**src/hw/aic_defs.svh**
```systemverilog
// Register offsets, field positions, write masks and reset values of the ADC input configuration block.
`ifndef AIC_DEFS_SVH
`define AIC_DEFS_SVH

// ----------------------------------------------------------------------------
// Register offsets (word index on the register port)
// ----------------------------------------------------------------------------
`define AIC_OFS_DMA_CFG 5'h00
`define AIC_OFS_AUX_SEL 5'h01
`define AIC_OFS_MAIN_SEL 5'h02
`define AIC_OFS_SCAN_HI 5'h03
`define AIC_OFS_CTRL 5'h04
`define AIC_BUF_SEL_BIT 4

// ----------------------------------------------------------------------------
// Implemented bits of each register
// ----------------------------------------------------------------------------
`define AIC_MASK_DMA_CFG 16'h0107
`define AIC_MASK_AUX_SEL 16'h1f1f
`define AIC_MASK_MAIN_SEL 16'hbfbf
`define AIC_MASK_SCAN_HI 16'hff0f
`define AIC_MASK_CTRL 16'h077d
`define AIC_RST_VAL 16'h0000

// ----------------------------------------------------------------------------
// Field positions
// ----------------------------------------------------------------------------
`define AIC_DMA_EN_BIT 8
`define AIC_WPI_LSB 0
`define AIC_AUX_SA_HI_LSB 3
`define AIC_AUX_SA_LO_BIT 0
`define AIC_AUX_NA_LSB 1
`define AIC_AUX_SB_HI_LSB 11
`define AIC_AUX_SB_LO_BIT 8
`define AIC_AUX_NB_LSB 9
`define AIC_MAIN_SA_LSB 0
`define AIC_MAIN_NA_BIT 7
`define AIC_MAIN_SB_LSB 8
`define AIC_MAIN_NB_BIT 15
`define AIC_CTRL_ALTERNATE_MUX_ENABLE_BIT 0
`define AIC_CTRL_RATE_LSB 2
`define AIC_CTRL_CNT_LSB 8
`define AIC_CTRL_SCAN_BIT 10

// ----------------------------------------------------------------------------
// Fixed input numbers
// ----------------------------------------------------------------------------
`define AIC_SCAN_BASE_INPUT 6'd16
`define AIC_MAIN_NEG_INPUT 6'd1

`endif

```
**src/hw/aic_pkg.sv**
```systemverilog
// Types shared by the ADC input configuration block.
`default_nettype none
package aic_pkg;

	typedef enum logic {
		AIC_PH_A = 1'b0,
		AIC_PH_B = 1'b1
	} aic_phase_e;

	typedef struct packed {
		logic [5:0] pos;
		logic pos_amp;
		logic pos_lowref;
		logic [5:0] neg;
		logic neg_lowref;
	} aic_chan_sel_s;

	typedef struct packed {
		logic [15:0] dma_cfg;
		logic [15:0] aux_sel;
		logic [15:0] main_sel;
		logic [15:0] scan_hi;
		logic [15:0] ctrl;
		logic [15:0][15:0] rbuf;
		logic [3:0] wr_ptr;
		logic [3:0] scan_ptr;
		logic [4:0] smp_cnt;
		aic_phase_e phase;
		aic_chan_sel_s [3:0] sel;
		logic [3:0] ch_active;
		logic mux_b;
		logic dma_req;
		logic dma_inc;
		logic [7:0] dma_words;
		logic [15:0] rdata;
	} aic_state_s;

endpackage
`default_nettype wire

```
**src/hw/aic_top.sv**
```systemverilog
// ADC input multiplexer, scan, result buffer and DMA configuration logic.
//
// Contract
// - DMA mode on: every result goes into the first result register.
// - DMA mode off: results fill sixteen buffer registers, no DMA activity.
// - Words-per-input field allocates two to the power of its code words.
// - Unimplemented bits read zero and ignore writes.
// - Sample A aux positive code: high bits at 4..3, low bit at 0.
// - Aux positive code 000 gives inputs 0,1,2; code 001 gives 3,4,5.
// - Code 010 gives 3,0,6; 011 gives 3,0,25; 1xx gives 0,25,6.
// - Sample B aux positive code: high bits at 12..11, low bit at 8.
// - Aux negative code 11 gives 9,10,11; 10 gives 6,7,8; 0x low reference.
// - Sample B aux negative select sits at bits 10..9.
// - Sample A aux negative select sits at bits 2..1.
// - Main negative B at bit 15: input 1 when set, else low reference.
// - Main negative A at bit 7: input 1 when set, else low reference.
// - Main positive B is six bits at 13..8 selecting input N.
// - Main positive A is six bits at 5..0, same encoding.
// - Codes 61, 62, 63 select band gap, temperature diode, unconnected.
// - Enabled amplifier routes its output instead of the shared pin.
// - Scan bits 15..8 map inputs 31..24, 3..0 map 19..16, 7..4 absent.
// - Scan bits stay writable; absent inputs convert the low reference.
// - Scan enable steps main positive through scanned inputs on sample A.
// - Alternate enable switches A and B each sample; otherwise always A.
// - In DMA mode address advances every increment rate plus one results.
// - Channel count: 00 channel 0, 01 channels 0-1, 1x channels 0-3.
`timescale 1ns/10ps
`default_nettype none
`include "aic_defs.svh"

module aic_top
	import aic_pkg::*;
#(
	parameter logic [63:0] PRESENT_MASK = 64'h6000_0000_ffff_ffff
) (
	input wire logic clk_i,
	input wire logic rst_i,
	input wire logic [4:0] addr_i,
	input wire logic [15:0] wdata_i,
	input wire logic wr_i,
	input wire logic rd_i,
	output logic [15:0] rdata_o,
	input wire logic sample_start_i,
	input wire logic result_valid_i,
	input wire logic [15:0] result_i,
	input wire logic [4:0] amp_enable_i,
	output aic_chan_sel_s [3:0] chan_sel_o,
	output logic [3:0] ch_active_o,
	output logic mux_b_o,
	output logic dma_req_o,
	output logic dma_addr_inc_o,
	output logic [7:0] dma_words_o,
	output logic [15:0] first_result_o
);

	// ------------------------------------------------------------------------
	// Input routing tables
	// ------------------------------------------------------------------------

	// Positive inputs of channels 3, 2, 1 packed as {ch3, ch2, ch1}.
	function automatic logic [17:0] aux_pos(input logic [2:0] code);
		logic [17:0] r;
		r = '0;
		case (code)
			3'b000: r = {6'd2, 6'd1, 6'd0};
			3'b001: r = {6'd5, 6'd4, 6'd3};
			3'b010: r = {6'd6, 6'd0, 6'd3};
			3'b011: r = {6'd25, 6'd0, 6'd3};
			default: r = {6'd6, 6'd25, 6'd0};
		endcase
		return r;
	endfunction

	// Negative inputs of channels 3, 2, 1 with a low reference flag on top.
	function automatic logic [18:0] aux_neg(input logic [1:0] code);
		logic [18:0] r;
		r = '0;
		case (code)
			2'b11: r = {1'b0, 6'd11, 6'd10, 6'd9};
			2'b10: r = {1'b0, 6'd8, 6'd7, 6'd6};
			default: r = {1'b1, 18'h00000};
		endcase
		return r;
	endfunction

	// Inputs shared with an amplifier take the amplifier output when it is on.
	function automatic logic amp_on(input logic [5:0] num, input logic [4:0] en);
		logic r;
		r = 1'b0;
		case (num)
			6'd3: r = en[0];
			6'd0: r = en[1];
			6'd6: r = en[2];
			6'd25: r = en[4];
			default: r = 1'b0;
		endcase
		return r;
	endfunction

	// Fill one channel selection; absent inputs fall back to the low reference.
	function automatic aic_chan_sel_s mk_sel(input logic [5:0] pos, input logic [5:0] neg,
			input logic neg_low, input logic [4:0] en);
		aic_chan_sel_s r;
		r.pos = pos;
		r.pos_amp = amp_on(pos, en);
		r.pos_lowref = ~PRESENT_MASK[pos];
		r.neg = neg_low ? 6'd0 : neg;
		r.neg_lowref = neg_low;
		return r;
	endfunction

	// ------------------------------------------------------------------------
	// State
	// ------------------------------------------------------------------------
	aic_state_s s_reg;
	aic_state_s s_next;

	logic dma_en;
	logic alternate_mux_enable;
	logic scan_en;
	logic [4:0] rate;
	logic [1:0] cnt_sel;
	logic use_b;

	assign dma_en = s_reg.dma_cfg[`AIC_DMA_EN_BIT];
	assign alternate_mux_enable = s_reg.ctrl[`AIC_CTRL_ALTERNATE_MUX_ENABLE_BIT];
	assign scan_en = s_reg.ctrl[`AIC_CTRL_SCAN_BIT];
	assign rate = s_reg.ctrl[`AIC_CTRL_RATE_LSB +: 5];
	assign cnt_sel = s_reg.ctrl[`AIC_CTRL_CNT_LSB +: 2];
	assign use_b = alternate_mux_enable && (s_reg.phase == AIC_PH_B);

	always_comb begin
		logic [2:0] pcode;
		logic [1:0] ncode;
		logic [17:0] apos;
		logic [18:0] aneg;
		logic [5:0] pos0;
		logic neg0;
		logic found;
		logic [3:0] idx;
		logic [3:0] cand;
		pcode = '0;
		ncode = '0;
		apos = '0;
		aneg = '0;
		pos0 = '0;
		neg0 = 1'b0;
		found = 1'b0;
		idx = '0;
		cand = '0;
		s_next = s_reg;
		s_next.dma_req = 1'b0;
		s_next.dma_inc = 1'b0;
		s_next.rdata = '0;

		// --------------------------------------------------------------------
		// Register writes; unimplemented bits are masked off on the way in.
		// --------------------------------------------------------------------
		if (wr_i) begin
			case (addr_i)
				`AIC_OFS_DMA_CFG: s_next.dma_cfg = wdata_i & `AIC_MASK_DMA_CFG;
				`AIC_OFS_AUX_SEL: s_next.aux_sel = wdata_i & `AIC_MASK_AUX_SEL;
				`AIC_OFS_MAIN_SEL: s_next.main_sel = wdata_i & `AIC_MASK_MAIN_SEL;
				`AIC_OFS_SCAN_HI: begin
					s_next.scan_hi = wdata_i & `AIC_MASK_SCAN_HI;
					s_next.scan_ptr = '0;
				end
				`AIC_OFS_CTRL: begin
					s_next.ctrl = wdata_i & `AIC_MASK_CTRL;
					s_next.scan_ptr = '0;
					s_next.phase = AIC_PH_A;
				end
				default: begin
				end
			endcase
		end

		// --------------------------------------------------------------------
		// Register reads; data appear in the following cycle only.
		// --------------------------------------------------------------------
		if (rd_i) begin
			if (addr_i[`AIC_BUF_SEL_BIT]) begin
				s_next.rdata = s_reg.rbuf[addr_i[3:0]];
			end else begin
				case (addr_i)
					`AIC_OFS_DMA_CFG: s_next.rdata = s_reg.dma_cfg;
					`AIC_OFS_AUX_SEL: s_next.rdata = s_reg.aux_sel;
					`AIC_OFS_MAIN_SEL: s_next.rdata = s_reg.main_sel;
					`AIC_OFS_SCAN_HI: s_next.rdata = s_reg.scan_hi;
					`AIC_OFS_CTRL: s_next.rdata = s_reg.ctrl;
					default: s_next.rdata = '0;
				endcase
			end
		end

		// --------------------------------------------------------------------
		// Result storage and DMA pacing.
		// --------------------------------------------------------------------
		if (result_valid_i) begin
			if (dma_en) begin
				s_next.rbuf[0] = result_i;
				s_next.dma_req = 1'b1;
				if (s_reg.smp_cnt == rate) begin
					s_next.dma_inc = 1'b1;
					s_next.smp_cnt = '0;
				end else begin
					s_next.smp_cnt = s_reg.smp_cnt + 5'd1;
				end
			end else begin
				s_next.rbuf[s_reg.wr_ptr] = result_i;
				s_next.wr_ptr = s_reg.wr_ptr + 4'd1;
				s_next.smp_cnt = '0;
			end
		end

		// Buffer words per input follow the register immediately.
		s_next.dma_words = 8'h01 << s_next.dma_cfg[`AIC_WPI_LSB +: 3];

		// --------------------------------------------------------------------
		// Input selection, latched at the start of every sample.
		// --------------------------------------------------------------------
		for (int i = 0; i < 16; i++) begin
			cand = s_reg.scan_ptr + 4'(i);
			if (!found && s_reg.scan_hi[cand]) begin
				found = 1'b1;
				idx = cand;
			end
		end
		if (use_b) begin
			pcode = {s_reg.aux_sel[`AIC_AUX_SB_HI_LSB +: 2], s_reg.aux_sel[`AIC_AUX_SB_LO_BIT]};
			ncode = s_reg.aux_sel[`AIC_AUX_NB_LSB +: 2];
			pos0 = s_reg.main_sel[`AIC_MAIN_SB_LSB +: 6];
			neg0 = s_reg.main_sel[`AIC_MAIN_NB_BIT];
		end else begin
			pcode = {s_reg.aux_sel[`AIC_AUX_SA_HI_LSB +: 2], s_reg.aux_sel[`AIC_AUX_SA_LO_BIT]};
			ncode = s_reg.aux_sel[`AIC_AUX_NA_LSB +: 2];
			pos0 = s_reg.main_sel[`AIC_MAIN_SA_LSB +: 6];
			neg0 = s_reg.main_sel[`AIC_MAIN_NA_BIT];
			if (scan_en && found) begin
				pos0 = `AIC_SCAN_BASE_INPUT + {2'b00, idx};
			end
		end
		apos = aux_pos(pcode);
		aneg = aux_neg(ncode);
		if (sample_start_i) begin
			s_next.sel[0] = mk_sel(pos0, `AIC_MAIN_NEG_INPUT, ~neg0, amp_enable_i);
			s_next.sel[1] = mk_sel(apos[5:0], aneg[5:0], aneg[18], amp_enable_i);
			s_next.sel[2] = mk_sel(apos[11:6], aneg[11:6], aneg[18], amp_enable_i);
			s_next.sel[3] = mk_sel(apos[17:12], aneg[17:12], aneg[18], amp_enable_i);
			s_next.mux_b = use_b;
			if (!use_b && scan_en && found) begin
				s_next.scan_ptr = idx + 4'd1;
			end
			if (alternate_mux_enable) begin
				s_next.phase = (s_reg.phase == AIC_PH_A) ? AIC_PH_B : AIC_PH_A;
			end else begin
				s_next.phase = AIC_PH_A;
			end
			case (cnt_sel)
				2'b00: s_next.ch_active = 4'h1;
				2'b01: s_next.ch_active = 4'h3;
				default: s_next.ch_active = 4'hf;
			endcase
		end
	end

	always_ff @(posedge clk_i) begin
		if (rst_i) begin
			// Words per input restart at one, the size that code 000 selects.
			s_reg <= '0;
			s_reg.dma_words <= 8'h01;
		end else begin
			s_reg <= s_next;
		end
	end

	// ------------------------------------------------------------------------
	// Outputs
	// ------------------------------------------------------------------------
	assign rdata_o = s_reg.rdata;
	assign chan_sel_o = s_reg.sel;
	assign ch_active_o = s_reg.ch_active;
	assign mux_b_o = s_reg.mux_b;
	assign dma_req_o = s_reg.dma_req;
	assign dma_addr_inc_o = s_reg.dma_inc;
	assign dma_words_o = s_reg.dma_words;
	assign first_result_o = s_reg.rbuf[0];

	function automatic logic [2:0] pcode_a();
		return {s_reg.aux_sel[`AIC_AUX_SA_HI_LSB +: 2], s_reg.aux_sel[`AIC_AUX_SA_LO_BIT]};
	endfunction
endmodule
`default_nettype wire

```
**config.mk**
```make
export PLATFORM = sky130hd
export DESIGN_NAME = aic_top
export DESIGN_NICKNAME = d
export VERILOG_FILES = /design/src/hw/aic_pkg.sv /design/src/hw/aic_top.sv
export VERILOG_INCLUDE_DIRS = /design/src /design/src/hw
export SDC_FILE = /design/constraint.sdc
export NUM_CORES = 1
export LEC_CHECK = 0
export ABC_CLOCK_PERIOD_IN_PS = 5740
export BUFFER_PORTS_ARGS = -buffer_cell sky130_fd_sc_hd__buf_2
export CORE_MARGIN = 4
export CORE_UTILIZATION = 29
export CTS_BUF_LIST = sky130_fd_sc_hd__clkbuf_4 sky130_fd_sc_hd__clkbuf_8
export DETAILED_ROUTE_END_ITERATION = 7
export PLACE_DENSITY_LB_ADDON = 0.2
export SYNTH_ARGS = -nofsm -noshare
export SYNTH_HDL_FRONTEND = slang
export SYNTH_SLANG_ARGS = --single-unit
```
**constraint.sdc**
```tcl
create_clock -name clk_i -period 5.74 [get_ports clk_i]
set_input_delay 0.287 -clock clk_i [delete_from_list [all_inputs] [get_ports clk_i]]
set_output_delay 0.287 -clock clk_i [all_outputs]
set_load 0.005 [all_outputs]
```
==> summary.md, run 1 <==
| Metric | Value |
|---|---|
| Status | finished, final reports clean |
| # hold bufs at CTS | 22 |
| Clk Latency, worst-skew pair | 630 ps |
| WL/cell | 20.8 µm |
| Pin count of the biggest net entering global routing | 103 |
| Internal power | 4.17 mW |
| RSZ-0062 raised after global routing | no |
| Clock share of power | 0.456 |
| Cell taking the most area after synthesis | dfxtp_1 |
| Routing usage on met2 | 0.310 |
| Final Skew | 24.4 ps |
| CTS tree | done |
| Final Hold Fails | 0 |
| Utilization after layout | 0.326 |
| CTS buffer count | 67 |
| GR peak layer | met2 |
| Clock transition at path regs | 70 ps |
| First-pass GRT wire length | 98.9 mm |
| Clock Path Buffers | 3 |
| Relative slew slack | 0.193 |
| Power share of the combinational group | 0.065 |
| Initial core utilization | 0.293 |
| Largest cells by area after synthesis | dfxtp_1 (40%), nand2_1 (13%), mux4_2 (11%) |
| Crit share post-route | 0.880 |
| Cts repair resizes | 0 |
| LEAKAGE | 7.56 nW |
| Yosys reg bits | 374 |
| 1st-iter DRT viols | 1325 |
| WP data required | 6210 ps |
| Min-Delay Path Class | primary input to register |
| Max FFs per register | 294 |
| Asr flop ratio synth | 0 |
| Nets@finish | 2286 |
| Initial antenna violation count | 3 |
| Switching power | 1.36 mW |
| Area growth, synth to finish | 11.6% |
| Root buffer cell | clkbuf_8 |
| Initial DRT Pass Iterations | 8 |
| Final wirelength | 64.9 mm |
| Synth Instances | 2228 |
| Full die area | 0.0691 mm² |
| Number of library cell types mapped by synthesis | 83 |
| Met3 GRT Util | 0.0344 |
| Dpl hpwl | 43.2 mm |
| Vias per inst | 5.11 |
| Top FF cell, synth | dfxtp_1 |
| YS warnings | 0 |
| Seq/Total Area, Yosys | 0.398 |
| Switching share of power | 0.246 |
| Final TNS setup | 0 ps |
| Die extent in x | 263 µm |
| Worst Tran Pin Value | 1210 ps |
| Max Fclk | 198 MHz |
| Top cell type's share of synthesized area | 0.398 |
| Met1 GRT Util | 0.241 |
| DR vias | 15.9k |
| H-tree depth | 3 |
| Final Instance Area | 0.0210 mm² |
| Critical Path Fanout Max | 15 |
| Avg Inst Size Synth | 8.45 µm² |
| Drt drc | 0 |
| GP Congestion | 0.827 |
| Fraction of layout cells with a size suffix above 1 | 0.183 |
| Final Max Slew Viols | 0 |
| Worst setup EP type | register |
| Post-DP Area | 0.0194 mm² |
| Syn Std Cell Area | 0.0188 mm² |
| Pwr dens | 264 mW/mm² |
| Gr usage total | 0.183 |
| Diodes inserted | 0 |
| Type of origin of the critical path | register |
| Gr ovfl total | 0 |
| Min Tclk post-route | 5050 ps |
| Port Buf Inserts | 131 |
| Peak supply drop | 0.145 mV |
| Max_cap viols | 0 |
| Number of flops mapped to enable cells by yosys | 0 |
| Setup Buffers After CTS | 0 |
| Core Rows | 93 |
| Critical path class | register to register |
| Vias in the first global route | 15.5k |
| Final Setup Violations | 0 |
| Core area | 0.0643 mm² |
| CTS Sinks | 374 |
| IO Pins | 155 |
| Crit path DAT | 5520 ps |
| Die H | 263 µm |
| Number of routed nets with antenna violations | 0 |
| Share of power burned in registers | 0.479 |
==> kinds of logic (layout without fill, tap and decap cells) <==
| family | count (synthesis) | after routing | synth area share |
|---|---|---|---|
| xor gates and xnor gates | 23 | 23 | 0.0115 |
| adders and majority gates | 17 | 17 | 0.0113 |
| muxes | 187 | 187 | 0.164 |
| other | 1 | 22 | 0.000199 |
| DFF | 374 | 374 | 0.398 |
| and+or+nand+nor | 881 | 881 | 0.192 |
| AOI/OAI and AO/OA | 458 | 458 | 0.144 |
| buffers and inverters | 287 | 299 | 0.0799 |
==> cell usage in the layout, fill, tap and decap left out, types with 14 or more instances in the layout <==
cell type | Yosys | final
conb_1 | 1 | 22
a21oi_1 | 315 | 315
dfxtp_1 | 374 | 374
a31oi_1 | 16 | 16
inv_1 | 14 | 14
o21ai_0 | 19 | 19
nand3_1 | 31 | 31
buf_2 | 4 | 128
nand2_1 | 631 | 631
nand4_1 | 14 | 14
clkbuf_8 | 0 | 83
a22oi_1 | 14 | 14
mux4_2 | 94 | 94
ha_1 | 17 | 17
dlygate4sd3_1 | 0 | 22
mux2_2 | 18 | 18
nor2_1 | 130 | 118
clkbuf_4 | 0 | 21
mux2i_1 | 67 | 67
buf_4 | 106 | 21
==> power groups by stage <==
stage | Sequential (mW) | Combinational (mW) | Clock [mW]
floorplan | 2.70 | 0.261 | 0
global placement | 2.71 | 0.350 | 0
detailed placement | 2.71 | 0.352 | 0
CTS | 2.65 | 0.365 | 2.60
global route | 2.65 | 0.393 | 2.71
finish | 2.65 | 0.362 | 2.53
==> cell type report <==
class	instances	area, µm²
Fill cell	6726	43300
Timing Repair Buffer	174	1070
Multi-Input combinational cell	1588	9980
Clock buffer	104	1300
Clock inverter	5	32.5
Sequential cell	374	7490
Tap cell	855	1070
Inverter	16	60.1
==> cells in the mapped netlist (all sizes together), types with 11 or more instances <==
cell type  count
mux4          94
a211oi        11
inv           15
mux2i         69
buf          131
nor3          17
mux2          24
clkbuf       140
nand4         14
a22oi         15
xnor2         12
nand3         32
o21ai         24
ha            17
a21oi        316
a31oi         16
xor2          11
nand2        631
dfxtp        374
nor2         131
==> worst paths after layout <==
check                                      from        endpoint  depth (start not counted)  slack [ps]
worst min-delay path            amp_enable_i[1]  chan_sel_o[23]                          3          60
worst max-delay path                  s_reg[98]   chan_sel_o[8]                         17         690
worst min register to register       s_reg[186]      s_reg[186]                          2         450
worst max register to register        s_reg[98]   chan_sel_o[8]                         17         690
==> worst max-delay path, stage by stage (launching register included) <==
cell     delay (ps)
dfxtp_1         340
inv_2           160
ha_1            540
mux4_2          650
mux2_1          330
a32o_1          330
or2_4           290
nor2_4          330
nand4_1         210
o21a_1          170
a32oi_2         410
a211o_1         200
o21ai_0         150
ha_1            260
a22oi_1         180
o21ai_0          90
mux2i_1         150
o32ai_1          90
==> routing by layer <==
metal | wire length [µm] | vias up
met3 | 3940 | 96
li1 | - | 7561
met1 | 28100 | 7736
met4 | 1390 | 2
met2 | 31400 | 531
met5 | 12 | -
==> through the flow <==
stage          cells  setup slack [ps]  total power, mW  hold WS, ps
6_report        3116               688             5.54         55.7
5_1_grt         3116               312             5.76         31.5
4_1_cts         3116               690             5.62         3.53
3_5_place_dp    2985               703             3.06          445
3_3_place_gp    2985               719             3.06          438
2_1_floorplan   2249              1240             2.96          423
Note: power is estimated with default switching activity, not from simulation.
==> inputs of run 2 (changes only) <==
--- a/config.mk
+++ b/config.mk
@@ -7,12 +7,12 @@
 export NUM_CORES = 1
 export LEC_CHECK = 0
 export ABC_CLOCK_PERIOD_IN_PS = 5740
-export BUFFER_PORTS_ARGS = -buffer_cell sky130_fd_sc_hd__buf_2
-export CORE_MARGIN = 4
+export BUFFER_PORTS_ARGS = -buffer_cell sky130_fd_sc_hd__buf_4
 export CORE_UTILIZATION = 29
 export CTS_BUF_LIST = sky130_fd_sc_hd__clkbuf_4 sky130_fd_sc_hd__clkbuf_8
 export DETAILED_ROUTE_END_ITERATION = 7
 export PLACE_DENSITY_LB_ADDON = 0.2
+export REMOVE_ABC_BUFFERS = 1
 export SYNTH_ARGS = -nofsm -noshare
 export SYNTH_HDL_FRONTEND = slang
 export SYNTH_SLANG_ARGS = --single-unit
==> summary.md, run 2 (same netlist as run 1, synthesis figures left out) <==
| Metric | Value |
|---|---|
| Max FFs per register | 294 |
| Most frequent cells in the layout | nand2_1 (631), dfxtp_1 (374), a21oi_1 (315), buf_4 (180), nor2_1 (118) |
| Critical Path Stages | 18 |
| Drt drc | 0 |
| Length of routed wiring on met1 | 28.4 mm |
| Placed cell count | 3016 |
| Top delay family on crit path | multiplexers |
| LEAKAGE | 7.92 nW |
| Fraction of layout cells with a size suffix above 1 | 0.198 |
| Gr ovfl total | 0 |
| Max_cap viols | 0 |
| Area growth, synth to finish | 16.3% |
| Critical Path Fanout Max | 13 |
| Vias per inst | 5.15 |
| Final Skew | 26.4 ps |
| Total Power | 5.83 mW |
| Final Hold Fails | 0 |
| GP Congestion | 0.923 |
| R2r endpoint | chan_sel_o[8] |
| Clock transition at path regs | 60 ps |
| Relative slew slack | 0.173 |
| Min-Delay Path Class | primary input to register |
| Die H | 257 µm |
| Critical path class | register to register |
| Worst Tran Pin Value | 1230 ps |
| Final TNS setup | 0 ps |
| Clk Latency, worst-skew pair | 650 ps |
| Highest Signal Layer | met4 |
| Crit share post-route | 0.886 |
| Max Fclk | 197 MHz |
| Crit path DAT | 5570 ps |
| DR vias | 16.4k |
| RR Startpoint | s_reg[99] |
| WL/cell | 21.4 µm |
| Reg2Reg Depth | 18 |
| Setup Buffers After CTS | 0 |
| Root buffer cell | clkbuf_8 |
| Utilization after layout | 0.340 |
| Clock Path Buffers | 3 |
| CTS buffer count | 73 |
| RSZ-0062 raised after global routing | no |
| Layout Cells excl Fill | 3183 |
| Die extent in x | 257 µm |
| Commonest non-fill, non-tap cell in the layout | nand2_1 |
| Final Setup Violations | 0 |
| Max incr delay on CP | 990 ps |
| Core area | 0.0643 mm² |
| IO Pins | 155 |
| Number of routed nets with antenna violations | 0 |
| Critical Path Start | s_reg[99] |
| Worst reg-to-reg setup slack | 660 ps |
| Crit path buffers/inverters | 2 |
| Port Buf Inserts | 131 |
| Initial core utilization | 0.293 |
| 1st-iter DRT viols | 1538 |
| Met2 WL | 33.7 mm |
| CTS Sinks | 374 |
| CTS tree | done |
| Met3 WL | 4.05 mm |
| H-tree depth | 3 |
| CP Cell Sequence | ha_1 > a21oi_1 > xnor2_1 > mux2i_1 > nor4_4 > buf_4 > nand2_1 > a2bb2oi_1 > a32o_1 > o21ai_2 > mux2_1 > mux2i_2 > inv_1 > ha_1 > a22oi_1 > o21ai_0 > mux2i_1 > o32ai_1 |
| Gr usage total | 0.203 |
| Worst hold slack | 18.4 ps |
| Pwr dens | 266 mW/mm² |
| Final wirelength | 68.0 mm |
| Initial antenna violation count | 0 |
| Critical path's slowest cell | xnor2_1 |
| Core Rows | 93 |
| CP endpoint | chan_sel_o[8] |
| WP data required | 6230 ps |
| Min Tclk post-route | 5080 ps |
| Pin count of the biggest net entering global routing | 211 |
| First-pass GRT wire length | 102 mm |
| Peak supply drop | 0.170 mV |
| Type of origin of the critical path | register |
| Nets@finish | 2341 |
| Full die area | 0.0659 mm² |
| Initial DRT Pass Iterations | 6 |
| Vias in the first global route | 15.9k |
| Worst setup EP type | register |
| Final Max Slew Viols | 0 |
| Dpl hpwl | 44.9 mm |
| Status | finished, final reports clean |
[run 2: through the flow]
| stage | worst slack, ps | area (µm²) |
|---|---|---|
| detailed placement | 816 | 20000 |
| global route | 430 | 21900 |
| global placement | 791 | 20000 |
| CTS | 803 | 21900 |
| floorplan | 589 | 17500 |
| finish | 656 | 21900 |
[run 2: area by class of cell]
class                           instances  area, µm²
Antenna cell                            2       5.00
Clock buffer                          115       1410
Clock inverter                         10       83.8
Fill cell                            6687      42500
Inverter                               16       60.1
Multi-Input combinational cell       1588       9980
Sequential cell                       374       7490
Tap cell                              855       1070
Timing Repair Buffer                  223       1810
[run 2: worst min path at each step]
stage / from / to / slack (ps) / depth (start not counted)
3_3_place_gp: s_reg[135] / s_reg[135] / 440 / 2
3_5_place_dp: s_reg[154] / s_reg[154] / 440 / 2
4_1_cts: rst_i / first_result_o[8] / 4 / 2
6_report: rst_i / first_result_o[8] / 20 / 2
2_1_floorplan: rst_i / chan_sel_o[10] / 350 / 1
5_1_grt: rst_i / s_reg[202] / 40 / 2
[run 2: power by group]
| part | total, mW | switching (mW) | internal (mW) |
|---|---|---|---|
| clock | 2.78 | 1.19 | 1.59 |
| combinational | 0.397 | 0.247 | 0.150 |
| sequential | 2.65 | 0.0238 | 2.63 |
[run 2: timing repair]
action                                  CTS  global route
endpoints found under the setup margin    0             0
gates resized for setup                   0             0
hold buffers                             40             0
hold endpoints to repair                296             0
[run 2: layer usage]
| layer | GRT usage | vias to the layer above |
|---|---|---|
| li1 | - | 7665 |
| met1 | 0.258 | 8065 |
| met2 | 0.347 | 545 |
| met3 | 0.0359 | 114 |
| met4 | 0.0627 | 0 |
| met5 | 0 | - |
